### src/inc/boot_led_consts.vh
// constants for the boot mode selector and status indicator block
// assumes a 250 MHz system clock; included by bare name
`ifndef BOOT_LED_CONSTS_VH
`define BOOT_LED_CONSTS_VH

`define CLK_MHZ 250
// indicator blink half period and activity pulse length, in microseconds
`define BLINK_HALF_US 250000
`define BLINK_HALF_CYC (`BLINK_HALF_US * `CLK_MHZ)
`define PULSE_US 20000
`define PULSE_CYC (`PULSE_US * `CLK_MHZ)
`define BLINK_COUNT 3
// settle time before straps are sampled, microseconds
`define SETTLE_US 10
`define SETTLE_CYC (`SETTLE_US * `CLK_MHZ)

// mode codes
`define MODE_BOOT 2'h0
`define MODE_HOST 2'h1
`define MODE_LOG 2'h2
`define MODE_UPDATE 2'h3

`endif

### src/hw/boot_led_ctrl.v
// power-up mode selection and status indicators for a bus data logger
// assumes one 250 MHz clock, srst held from power-on; firmware reports events as one-cycle pulses
`timescale 1ns/1ps
`include "boot_led_consts.vh"

module boot_led_ctrl #(
  parameter [31:0] blink_half = `BLINK_HALF_CYC,
  parameter [31:0] pulse_len = `PULSE_CYC
) (
  input wire clock,
  input wire srst,
  input wire usb_vbus,
  input wire update_button,
  input wire boot_done,
  input wire cfg_valid,
  input wire cfg_invalid,
  input wire default_written,
  input wire autobaud_cfg,
  input wire baud_found,
  input wire bus_traffic,
  input wire card_write,
  input wire host_access,
  input wire card_error,
  input wire image_valid,
  input wire image_official,
  output reg [1:0] mode,
  output reg storage_host_en,
  output reg serial_en,
  output reg cfg_read_req,
  output reg cfg_default_req,
  output reg dfu_en,
  output reg image_accept,
  output reg image_reject,
  output reg led_green,
  output reg led_yellow,
  output reg led_red
);
  localparam [2:0] ph_boot = 3'h0;
  localparam [2:0] ph_cfg = 3'h1;
  localparam [2:0] ph_blink = 3'h2;
  localparam [2:0] ph_baud = 3'h3;
  localparam [2:0] ph_run = 3'h4;

  localparam [31:0] settle_full = `SETTLE_CYC;
  localparam [31:0] blinks_full = `BLINK_COUNT;
  localparam [15:0] settle_cyc = settle_full[15:0];
  localparam [1:0] blinks = blinks_full[1:0];

  // pins from outside: two flops before use
  reg vbus_s1_reg;
  reg vbus_s2_reg;
  reg btn_s1_reg;
  reg btn_s2_reg;
  always @(posedge clock) begin
    if (srst) begin
      vbus_s1_reg <= 1'b0;
      vbus_s2_reg <= 1'b0;
      btn_s1_reg <= 1'b0;
      btn_s2_reg <= 1'b0;
    end else begin
      vbus_s1_reg <= usb_vbus;
      vbus_s2_reg <= vbus_s1_reg;
      btn_s1_reg <= update_button;
      btn_s2_reg <= btn_s1_reg;
    end
  end

  reg [15:0] settle_reg;
  reg [2:0] phase_reg;
  reg [31:0] blink_cnt_reg;
  reg [1:0] blinks_left_reg;
  reg blink_on_reg;
  reg blink_red_reg;
  reg error_reg;

  // one stretcher per activity source: 0 bus traffic, 1 card write, 2 host access
  wire [2:0] act_trig;
  wire [2:0] act_on;
  wire in_run;
  wire traffic_on;
  wire write_on;
  wire access_on;

  assign in_run = (phase_reg == ph_run);

  // events outside the run phase are dropped, so boot-time activity leaves no stale glow
  assign act_trig[0] = bus_traffic && mode == `MODE_LOG && in_run;
  assign act_trig[1] = card_write && mode == `MODE_LOG && in_run;
  assign act_trig[2] = host_access && mode == `MODE_HOST && in_run;
  assign traffic_on = act_on[0];
  assign write_on = act_on[1];
  assign access_on = act_on[2];

  genvar g;
  generate
    for (g = 0; g < 3; g = g + 1) begin : act_gen
      led_pulse #(.len(pulse_len)) stretch (
        .clock(clock),
        .srst(srst),
        .trig(act_trig[g]),
        .active(act_on[g])
      );
    end
  endgenerate

  // button wins over usb presence so an update can be forced with the cable in
  wire settled;
  assign settled = (settle_reg == settle_cyc);

  // mode is taken once after settling and then frozen until the next power-on reset
  always @(posedge clock) begin
    if (srst) begin
      settle_reg <= 16'h0;
      mode <= `MODE_BOOT;
    end else if (mode == `MODE_BOOT) begin
      if (!settled) begin
        settle_reg <= settle_reg + 16'h1;
      end else if (btn_s2_reg) begin
        mode <= `MODE_UPDATE;
      end else if (vbus_s2_reg) begin
        mode <= `MODE_HOST;
      end else begin
        mode <= `MODE_LOG;
      end
    end
  end

  // boot and configuration sequence
  always @(posedge clock) begin
    if (srst) begin
      phase_reg <= ph_boot;
      blink_cnt_reg <= 32'h0;
      blinks_left_reg <= 2'h0;
      blink_on_reg <= 1'b0;
      blink_red_reg <= 1'b0;
      cfg_read_req <= 1'b0;
      cfg_default_req <= 1'b0;
    end else begin
      cfg_read_req <= 1'b0;
      cfg_default_req <= 1'b0;
      case (phase_reg)
        ph_boot: begin
          if (boot_done && mode != `MODE_BOOT) begin
            if (mode == `MODE_LOG) begin
              phase_reg <= ph_cfg;
              cfg_read_req <= 1'b1;
            end else begin
              phase_reg <= ph_run;
            end
          end
        end
        ph_cfg: begin
          // firmware reports invalid once, so one default write is asked for
          if (cfg_invalid) begin
            cfg_default_req <= 1'b1;
          end
          if (cfg_valid || default_written) begin
            phase_reg <= ph_blink;
            blink_red_reg <= default_written;
            blinks_left_reg <= blinks;
            blink_on_reg <= 1'b1;
            blink_cnt_reg <= blink_half;
          end
        end
        ph_blink: begin
          // each blink is an on half then an off half; leave after the last off half
          if (blink_cnt_reg > 32'h1) begin
            blink_cnt_reg <= blink_cnt_reg - 32'h1;
          end else begin
            blink_cnt_reg <= blink_half;
            if (blink_on_reg) begin
              blink_on_reg <= 1'b0;
              blinks_left_reg <= blinks_left_reg - 2'h1;
            end else if (blinks_left_reg != 2'h0) begin
              blink_on_reg <= 1'b1;
            end else begin
              // the loaded setting is only looked at here
              phase_reg <= autobaud_cfg ? ph_baud : ph_run;
            end
          end
        end
        ph_baud: begin
          if (baud_found) begin
            phase_reg <= ph_run;
          end
        end
        default: begin
          phase_reg <= ph_run;
        end
      endcase
    end
  end

  // card errors latch; only a power cycle clears them
  always @(posedge clock) begin
    if (srst) begin
      error_reg <= 1'b0;
    end else if (card_error && mode != `MODE_BOOT && mode != `MODE_UPDATE) begin
      error_reg <= 1'b1;
    end
  end

  // usb function selection and firmware gate
  reg storage_host_en_next;
  reg serial_en_next;
  reg dfu_en_next;
  reg image_accept_next;
  reg image_reject_next;

  always @* begin
    storage_host_en_next = (mode == `MODE_HOST);
    // vbus only rises after logging began, since mode is frozen first
    serial_en_next = (mode == `MODE_LOG) && vbus_s2_reg;
    dfu_en_next = (mode == `MODE_UPDATE);
    image_accept_next = 1'b0;
    image_reject_next = 1'b0;
    if (image_valid) begin
      // an unreleased image is refused even in update mode
      if (image_official && mode == `MODE_UPDATE) begin
        image_accept_next = 1'b1;
      end else begin
        image_reject_next = 1'b1;
      end
    end
  end

  // registered so the usb function lines never glitch while mode settles
  always @(posedge clock) begin
    if (srst) begin
      storage_host_en <= 1'b0;
      serial_en <= 1'b0;
      dfu_en <= 1'b0;
      image_accept <= 1'b0;
      image_reject <= 1'b0;
    end else begin
      storage_host_en <= storage_host_en_next;
      serial_en <= serial_en_next;
      dfu_en <= dfu_en_next;
      image_accept <= image_accept_next;
      image_reject <= image_reject_next;
    end
  end

  // indicator drive; error wins over everything except update mode
  reg led_green_next;
  reg led_yellow_next;
  reg led_red_next;

  always @* begin
    led_green_next = 1'b1;
    led_yellow_next = 1'b0;
    led_red_next = 1'b0;
    if (mode == `MODE_UPDATE) begin
      led_green_next = 1'b0;
      led_red_next = 1'b1;
    end else if (error_reg) begin
      led_green_next = 1'b0;
      led_yellow_next = 1'b1;
      led_red_next = 1'b1;
    end else if (phase_reg == ph_blink) begin
      led_red_next = blink_red_reg && blink_on_reg;
      led_yellow_next = !blink_red_reg && blink_on_reg;
    end else if (phase_reg == ph_baud) begin
      led_yellow_next = 1'b1;
    end else if (in_run && mode == `MODE_HOST) begin
      led_red_next = access_on;
    end else if (in_run && mode == `MODE_LOG) begin
      led_yellow_next = traffic_on;
      led_red_next = write_on;
    end
  end

  // every indicator leaves from a plain flop
  always @(posedge clock) begin
    if (srst) begin
      led_green <= 1'b1;
      led_yellow <= 1'b0;
      led_red <= 1'b0;
    end else begin
      led_green <= led_green_next;
      led_yellow <= led_yellow_next;
      led_red <= led_red_next;
    end
  end
endmodule

### src/hw/led_pulse.v
// retriggerable pulse stretcher for one indicator
// event input is on the system clock; output stays high for len cycles
`timescale 1ns/1ps
`include "boot_led_consts.vh"

module led_pulse #(
  parameter [31:0] len = `PULSE_CYC
) (
  input wire clock,
  input wire srst,
  input wire trig,
  output wire active
);
  reg [31:0] count_reg;

  assign active = (count_reg != 32'h0);

  always @(posedge clock) begin
    if (srst) begin
      count_reg <= 32'h0;
    end else if (trig) begin
      count_reg <= len;
    end else if (count_reg != 32'h0) begin
      count_reg <= count_reg - 32'h1;
    end
  end
endmodule

### config.mk
export PLATFORM = sky130hd
export DESIGN_NAME = boot_led_ctrl
export DESIGN_NICKNAME = d
export VERILOG_FILES = /design/src/hw/boot_led_ctrl.v /design/src/hw/led_pulse.v
export VERILOG_INCLUDE_DIRS = /design/src /design/src/inc
export SDC_FILE = /design/constraint.sdc
export NUM_CORES = 1
export LEC_CHECK = 0
export ABC_AREA = 1
export BUFFER_PORTS_ARGS = -buffer_cell sky130_fd_sc_hd__buf_2
export CELL_PAD_IN_SITES_DETAIL_PLACEMENT = 1
export CELL_PAD_IN_SITES_GLOBAL_PLACEMENT = 2
export CORE_AREA = 2 2 160 162
export DETAILED_ROUTE_END_ITERATION = 8
export DIE_AREA = 0 0 162 164
export MAX_ROUTING_LAYER = met4
export PLACE_DENSITY_LB_ADDON = 0.1
export SYNTH_ARGS = -nofsm -noshare
export SYNTH_HDL_FRONTEND = slang
export SYNTH_SLANG_ARGS = --single-unit
### constraint.sdc
create_clock -name clock -period 3.05 [get_ports clock]
set_input_delay 0.1525 -clock clock [delete_from_list [all_inputs] [get_ports clock]]
set_output_delay 0.1525 -clock clock [all_outputs]
set_load 0.01 [all_outputs]
==> metrics.yaml, run 1 <==
hold_start: "card_error"
synth_edf_count: 0
antenna_found_initial: 0
tightestPinTransition_ps: 873
dieWidth_um: 162
grtUsageTotal_pct: 21.7
period_minus_slack_ps: 2070
die_y_um: 164
die_area_um2: 26600
holdPathStages: 3
wire_per_inst_um: 15.2
layout.nets: 1434
setup-tns-final_ps: 0
p_int_mw: 6.39
cts_root_buffer: "clkbuf_16"
rsz0062_at_grt: "false"
yosysSeqAreaShare_pct: 36.2
p_sw_mw: 6.17
finalHoldViolations: 0
synthFlopType: "dfxtp_1"
synth_most_common_cell: "nor2_1"
cts-resized-gates: 0
clk_latency_ps: 430
r2r_cells: 9
vias_per_cell: 4.91
setup_viol: 0
ant_nets: 0
synthTopCellsByCount: "nor2_1, nand2_1, dfxtp_1, inv_1, nand3_1"
ir_drop_mv: 0.345
synth_area_leaders: "dfxtp_1, nor2_1, nand2_1"
finClkSkew_ps: 12.8
combPwrFrac_pct: 56.1
io_pins: 28
yosysTopAreaCellShare_pct: 36.2
ys_types: 41
grt_pass1_vias: 8791
place.gp.congestion: 0.836
vias: 8594
ys_ff_latch: 168
end_kind: "register"
pwr_density_cell_nw_per_um2: 1210
ff2ff_setup_slack_ps: 980
seqPwrFrac_pct: 26.6
synth.avg_cell_area_um2: 6.74
startpoint_type: "register"
fin_crit_sh_pct: 68.0
initial_core_util_pct: 37.5
cts_tree: "done"
critPathKind: "register to register"
largest_reg_flops: 96
drv_slew: 0
netSwitchingFraction_pct: 49.1
grt_max_degree: 65
hpwlAfterDp_um: 19800
cp.arrival_ps: 2380
syn_inst: 1379
slew_headroom_pct: 41.4
numCtsBuffers: 17
max_freq_ghz: 0.482
cp_max_fo: 23
cp.required_ps: 3360
io_buffers: 27
drc: 0
area_growth_pct: 11.3
pre_cts_slack_ps: 1010
htree_levels: 4
clockPowerShare_pct: 17.3
first_pass_iters: 4
worstReg2RegEnd: "act_gen[2].stretch.count_reg[0]"
place_inst: 1712
drive_gt1_share_pct: 9.16
max_cap_viol_count: 0
timing.final.ws_setup_ps: 977
cts_setup_buffers: 0
hold_path.class: "input port to register"
synthArstFlopShare_pct: 0
drt-total-wl_um: 26600
drt_iter0_drc: 384
cts.hold.buffers_added: 6
r2r_start: "phase_reg[2]"
netlist_area_um2: 9300
status: "complete, no violations"
leakage_nw: 4.55
fp-row-count: 58
core_area_um2: 24800
synth_warnings: 0
max-clock-path-buffers: 2
cts_sinks: 168
overflow: 0
holdPathEnd: "error_reg"
yosys.area.top_type: "dfxtp_1"
clkTransAtPathRegs_ps: 60
stdcell_count: 1750
synth.net_count: 1406
grt_pass1_wl_um: 44900
==> final cells by class <==
cell class	count	area, µm²
Multi-Input combinational cell	1056	5280
Sequential cell	168	3360
Clock inverter	10	121
Antenna cell	1	2.50
Fill cell	3273	14500
Clock buffer	21	450
Tap cell	330	413
Timing Repair Buffer	39	240
Inverter	125	469
==> layer usage <==
layer / part of all wire [%] / GRT usage (%) / up-vias
li1: - / - / 4465
met3: 2.1 / 3.03 / 17
met4: 0.92 / 4.63 / 0
met1: 50 / 28.6 / 4035
met2: 47 / 35.6 / 77
met5: 0 / - / -
==> power by group through the flow <==
stage               Clock (mW)  Sequential (mW)  Combinational [mW]
CTS                       2.25             3.35                7.11
finish                    2.17             3.34                7.05
floorplan                    0             3.23                5.57
detailed placement           0             3.39                7.04
global route              2.33             3.43                8.13
global placement             0             3.38                6.99
==> cell usage in the layout (no fill, tap or decap), types with 6 or more instances in the layout <==
| cell | count |
|---|---|
| buf_4 | 6 |
| dlygate4sd3_1 | 6 |
| a31o_2 | 7 |
| nand3_1 | 73 |
| a211oi_1 | 6 |
| nand2_1 | 301 |
| nor2_1 | 319 |
| buf_2 | 27 |
| nand2_2 | 10 |
| nor3_2 | 6 |
| nor2_4 | 8 |
| xor2_1 | 49 |
| o21ai_0 | 24 |
| nor2_2 | 11 |
| ha_1 | 11 |
| inv_2 | 9 |
| a21oi_1 | 64 |
| xnor2_1 | 45 |
| nand4_1 | 45 |
| inv_1 | 114 |
| nor3_1 | 40 |
| clkbuf_16 | 17 |
| dfxtp_1 | 168 |
==> worst max-delay path: stages, from the launching register on <==
cell and delay [ps]:
dfxtp_1 390, inv_1 130, nor3_1 150, inv_1 100, nor2_1 280, nand2_2 190, nand2_2 440, inv_1 110
o21ai_0 100, a21oi_1 60
==> logic make-up (layout without fill, tap and decap cells) <==
| logic type | Yosys count | count (layout) | share of synthesized area [%] |
|---|---|---|---|
| and+or+nand+nor | 838 | 838 | 39.7 |
| DFF | 168 | 168 | 36.2 |
| xor gates and xnor gates | 94 | 94 | 8.85 |
| adders and majority gates | 11 | 11 | 1.48 |
| buffers and inverters | 155 | 195 | 7.00 |
| AOI/OAI and AO/OA | 113 | 113 | 6.78 |
| other | 0 | 1 | 0 |
==> worst max path at each step <==
stage	start	end	slack [ps]	depth (start not counted)
floorplan	act_gen[1].stretch.count_reg[0]	act_gen[1].stretch.count_reg[22]	1490	9
global placement	act_gen[0].stretch.count_reg[22]	act_gen[0].stretch.count_reg[19]	1110	8
detailed placement	phase_reg[2]	act_gen[2].stretch.count_reg[0]	1010	9
CTS	phase_reg[2]	act_gen[2].stretch.count_reg[0]	990	9
global route	phase_reg[2]	act_gen[2].stretch.count_reg[0]	790	9
finish	phase_reg[2]	act_gen[2].stretch.count_reg[0]	980	9
==> through the flow <==
stage	power (mW)	hold WS [ps]	cell area (µm²)	util (%)
after floorplan	8.80	259	9300	-
after global placement	10.4	360	9710	39.1
after detailed placement	10.4	367	9710	39.1
after CTS	12.7	1.08	10300	41.7
after global routing	13.9	30.7	10300	41.7
final	12.6	22.5	10300	41.7
Power figures use the tool's default switching activity.
==> run 2: changes to the inputs <==
--- a/config.mk
+++ b/config.mk
@@ -6,13 +6,13 @@
 export SDC_FILE = /design/constraint.sdc
 export NUM_CORES = 1
 export LEC_CHECK = 0
-export ABC_AREA = 1
+export ABC_AREA = 0
 export BUFFER_PORTS_ARGS = -buffer_cell sky130_fd_sc_hd__buf_2
 export CELL_PAD_IN_SITES_DETAIL_PLACEMENT = 1
 export CELL_PAD_IN_SITES_GLOBAL_PLACEMENT = 2
-export CORE_AREA = 2 2 160 162
+export CORE_AREA = 2 2 152 154
 export DETAILED_ROUTE_END_ITERATION = 8
-export DIE_AREA = 0 0 162 164
+export DIE_AREA = 0 0 154 156
 export MAX_ROUTING_LAYER = met4
 export PLACE_DENSITY_LB_ADDON = 0.1
 export SYNTH_ARGS = -nofsm -noshare
==> constraint.sdc (replaced) <==
create_clock -name clock -period 2.15 [get_ports clock]
set_input_delay 0.1075 -clock clock [delete_from_list [all_inputs] [get_ports clock]]
set_output_delay 0.1075 -clock clock [all_outputs]
set_load 0.01 [all_outputs]
==> metrics.yaml, run 2 <==
stdcell_count: 1514
grtUsageTotal_pct: 23.1
die_y_um: 156
yosysSeqAreaShare_pct: 40.1
io_pins: 28
drive_gt1_share_pct: 34.8
ys_ff_latch: 168
synth.avg_cell_area_um2: 8.40
synth_warnings: 0
ant_nets: 0
layout_common_cells: "buf_4, dfxtp_1, nor2_1"
vias_per_cell: 5.74
overflow: 0
place.gp.congestion: 0.810
pwr_density_cell_nw_per_um2: 1820
dieWidth_um: 154
synth_area_leaders: "dfxtp_1, or4_1, a21oi_1"
tightestPinTransition_ps: 856
antenna_cells: 0
synthTopCellsByCount: "dfxtp_1, nor2_1, a21oi_1, or4_1, nand2_1"
finClkSkew_ps: 15.9
max-clock-path-buffers: 2
multi_input_area_um2: 5500
period_minus_slack_ps: 2690
fin_crit_sh_pct: 125
hpwlAfterDp_um: 18300
netlist_area_um2: 8390
first_pass_iters: 4
final_common_cell: "buf_4"
area_growth_pct: 41.7
finalHoldViolations: 0
ir_drop_mv: 1.10
cp.arrival_ps: 3040
synth.net_count: 1026
critPathKind: "register to register"
largest_reg_flops: 96
synth_edf_count: 0
grt_pass1_vias: 8688
grt_max_degree: 83
slew_headroom_pct: 42.7
antenna_found_initial: 0
htree_levels: 4
grt_pass1_wl_um: 44400
cp_max_fo: 6
timing.final.ws_setup_ps: -539
io_buffers: 27
violations: "setup timing"
core_area_um2: 22400
synthArstFlopShare_pct: 0
vias: 8695
drc: 0
leakage_nw: 4.71
clk_latency_ps: 430
end_kind: "register"
yosys.area.top_type: "dfxtp_1"
seq_area_um2: 3380
synth_most_common_cell: "dfxtp_1"
whs_ps: 38.4
layout.nets: 1243
max_cap_viol_count: 0
startpoint_type: "register"
status: "finished with violations"
drv_slew: 0
syn_inst: 999
synthFlopType: "dfxtp_1"
die_area_um2: 24000
cts_sinks: 168
numCtsBuffers: 17
rsz0062_at_grt: "true"
place_inst: 1453
fp-row-count: 55
max_freq_ghz: 0.372
cts_root_buffer: "clkbuf_16"
cp.required_ps: 2500
cts_tree: "done"
clkTransAtPathRegs_ps: 60
nFillCells: 2602
hold_path.class: "input port to register"
yosysTopAreaCellShare_pct: 40.1
setup-tns-final_ps: -12140
initial_core_util_pct: 37.5
drt_iter0_drc: 370
ys_types: 63
wire_per_inst_um: 18.2
drt-total-wl_um: 27500
utilization_pct: 53.1
setup_viol: 57
[run 2: what timing repair did]
| action | in CTS | in global routing |
|---|---|---|
| endpoints found under the hold margin | 7 | 0 |
| gates cloned | 4 | 1 |
| endpoints found under the setup margin | 69 | 95 |
| hold buffers | 7 | 0 |
| pin swaps | 22 | 52 |
| gates resized for setup | 67 | 101 |
| buffers inserted | 7 | 13 |
[run 2: stage by stage]
stage          instance area, µm²  worst slack [ps]  total power [mW]
2_1_floorplan                8640              -619              10.9
3_3_place_gp                10400              -519              15.2
6_report                    11900              -539              21.6
4_1_cts                     11400              -490              19.9
5_1_grt                     11900              -573              23.1
3_5_place_dp                10400              -551              15.5
[run 2: path summary, 6_finish.rpt]
check                                   from                               end  slack (ps)  depth (start not counted)
max          act_gen[1].stretch.count_reg[9]  act_gen[1].stretch.count_reg[21]        -540                          6
min                                cfg_valid                     blink_red_reg          40                          4
max reg2reg  act_gen[1].stretch.count_reg[9]  act_gen[1].stretch.count_reg[21]        -540                          6
min reg2reg                       btn_s1_reg                        btn_s2_reg         460                          1
[run 2: worst max-delay path, cell delays in order (launching register included)]
cell,delay [ps]
dfxtp_2,320
or4_4,560
buf_6,140
or4_4,570
or4_4,460
or4_4,450
a21oi_2,120
[run 2: cell type report]
cell class | instances | share of cell area (%)
Tap cell | 285 | 3.00
Clock inverter | 12 | 1.18
Multi-Input combinational cell | 757 | 46.3
Timing Repair Buffer | 246 | 16.5
Sequential cell | 168 | 28.5
Clock buffer | 20 | 3.76
Inverter | 26 | 0.821
[run 2: per-layer routing]
metal  share of wire (%)  GRT usage (%)  vias to the layer above
li1                    -              -                     4249
met1                  48           30.3                     4363
met2                  50           38.6                       68
met3                 1.8           3.33                       15
met4                0.56           3.47                        0
met5                   0              -                        -
[run 2: where the power goes]
group | switching, mW | total (mW) | leakage [nW] | internal [mW]
Combinational | 7.03 | 13.9 | 3.05 | 6.86
Clock | 1.37 | 3.14 | 0.284 | 1.77
Sequential | 0.612 | 4.55 | 1.37 | 3.94
[run 2: cells by family (layout without fill, tap and decap cells)]
family	after synthesis	count (layout)	share of synthesized area, %
compound gates	244	245	18.6
buf+inv	75	304	3.48
xor+xnor	38	38	3.97
fa+ha+maj	11	11	1.64
flops	168	168	40.1
simple gates	451	451	30.8
mux	12	12	1.45
==> run 3: changes to the inputs <==
--- a/config.mk
+++ b/config.mk
@@ -6,14 +6,14 @@
 export SDC_FILE = /design/constraint.sdc
 export NUM_CORES = 1
 export LEC_CHECK = 0
-export ABC_AREA = 0
+export ABC_AREA = 1
 export BUFFER_PORTS_ARGS = -buffer_cell sky130_fd_sc_hd__buf_2
 export CELL_PAD_IN_SITES_DETAIL_PLACEMENT = 1
 export CELL_PAD_IN_SITES_GLOBAL_PLACEMENT = 2
-export CORE_AREA = 2 2 152 154
+export CORE_AREA = 2 2 164 166
+export CTS_BUF_LIST = sky130_fd_sc_hd__clkbuf_4 sky130_fd_sc_hd__clkbuf_8 sky130_fd_sc_hd__clkbuf_16
 export DETAILED_ROUTE_END_ITERATION = 8
-export DIE_AREA = 0 0 154 156
-export MAX_ROUTING_LAYER = met4
+export DIE_AREA = 0 0 166 168
 export PLACE_DENSITY_LB_ADDON = 0.1
 export SYNTH_ARGS = -nofsm -noshare
 export SYNTH_HDL_FRONTEND = slang
==> metrics.yaml, run 3 (synthesis gave the netlist of run 1 again) <==
status: "complete, no violations"
grt_pass1_vias: 8957
multi_input_area_um2: 5280
drt_iter0_drc: 350
nFillCells: 3412
drc: 0
hold_path.class: "input port to register"
end_kind: "register"
vias_per_cell: 4.89
io_pins: 28
cp_max_fo: 10
initial_core_util_pct: 35.3
cp.required_ps: 2460
max_cap_viol_count: 0
setup-tns-final_ps: 0
first_pass_iters: 4
numCtsBuffers: 17
grt_pass1_wl_um: 46600
die_area_um2: 27900
leakage_nw: 4.70
finalHoldViolations: 0
vias: 8691
finClkSkew_ps: 15.3
holdPathStages: 3
critPathKind: "register to register"
clkTransAtPathRegs_ps: 70
die_y_um: 168
layout_common_cells: "nor2_1, nand2_1, dfxtp_1"
r2r_start: "phase_reg[2]"
final_common_cell: "nor2_1"
drive_gt1_share_pct: 10.3
wire_per_inst_um: 15.6
r2r_cells: 9
antenna_cells: 0
period_minus_slack_ps: 1830
setup_viol: 0
worstReg2RegEnd: "act_gen[2].stretch.count_reg[0]"
io_buffers: 27
cts_setup_buffers: 0
cts_root_buffer: "clkbuf_16"
drv_slew: 0
holdPathEnd: "act_gen[1].stretch.count_reg[18]"
drt-total-wl_um: 27700
layout.nets: 1450
area_growth_pct: 14.2
fin_crit_sh_pct: 85.1
pwr_density_cell_nw_per_um2: 1750
fp-row-count: 60
ff2ff_setup_slack_ps: 320
ir_drop_mv: 0.521
hpwlAfterDp_um: 21000
cts_sinks: 168
startpoint_type: "register"
stdcell_count: 1777
antenna_found_initial: 0
max_freq_ghz: 0.546
dieWidth_um: 166
max-clock-path-buffers: 2
hold_start: "card_write"
seq_area_um2: 3360
place.gp.congestion: 0.817
place_inst: 1737
clk_latency_ps: 430
cts_tree: "done"
core_area_um2: 26400
grtUsageTotal_pct: 20.5
htree_levels: 4
grt_max_degree: 65
cp.arrival_ps: 2140
largest_reg_flops: 96
overflow: 0
slew_headroom_pct: 45.1
tightestPinTransition_ps: 823
ant_nets: 0
rsz0062_at_grt: "false"
-- run 3: cell count changes in the layout (fill, tap and decap cells not counted), moves of 35 or more --
cell,previous run,this run
xor2_1,13,49
inv_1,23,114
or3_1,42,0
nand3_1,21,73
nor2_1,79,319
buf_4,179,17
a31oi_1,39,4
nand2_1,54,301
-- run 3: final cells by class --
cell class,instances,area share (%)
clock buffers,22,4.54
well taps,341,4.02
repair buffers,55,3.79
inverters,125,4.42
multi-input cells,1056,49.8
flip-flops and latches,168,31.7
clock inverters,10,1.79
-- run 3: where the power goes --
group	total, mW	internal, mW	switching [mW]
registers	4.78	3.93	0.842
clock network	3.54	2.19	1.35
logic	10.2	3.52	6.69
total	18.5	9.65	8.89
-- run 3: layer usage --
layer  up-vias  routed length, µm  track usage (%)
met3        24                557             2.16
met5         -                  0                0
met4         0                347             5.03
li1       4494                  -                -
met1      4097              14600             29.4
met2        76              12100             33.2
-- run 3: how the worst max path moves through the flow --
stage / cells past startpoint / end / slack [ps] / startpoint
5_1_grt: 10 / act_gen[0].stretch.count_reg[24] / 40 / act_gen[0].stretch.count_reg[0]
6_report: 9 / act_gen[2].stretch.count_reg[0] / 320 / phase_reg[2]
3_5_place_dp: 8 / act_gen[2].stretch.count_reg[2] / 300 / phase_reg[2]
2_1_floorplan: 9 / act_gen[1].stretch.count_reg[22] / 590 / act_gen[1].stretch.count_reg[0]
4_1_cts: 8 / act_gen[2].stretch.count_reg[2] / 290 / phase_reg[2]
3_3_place_gp: 9 / blink_cnt_reg[12] / 330 / phase_reg[0]
-- run 3: what timing repair did --
action,CTS,global route
hold buffers,8,0
setup endpoints to repair,0,0
hold endpoints to repair,7,0
gates resized for setup,0,0
-- run 3: worst max-delay path: stages (launching register included) --
cell	delay [ps]
dfxtp_1	390
inv_1	120
nor3_1	140
inv_1	100
nor2_1	260
nand2_2	180
nand2_2	270
inv_1	90
o21ai_0	90
a21oi_1	50
-- run 3: stage by stage --
step	hold WS, ps	utilization, %	total power [mW]	worst slack [ps]	instance area [µm²]
2_1_floorplan	214	-	12.5	591	9300
3_3_place_gp	310	37.4	15.0	325	9870
3_5_place_dp	318	37.4	15.1	302	9870
4_1_cts	52.2	40.3	18.7	292	10600
5_1_grt	79.3	40.3	20.4	42.3	10600
6_report	70.2	40.3	18.5	320	10600
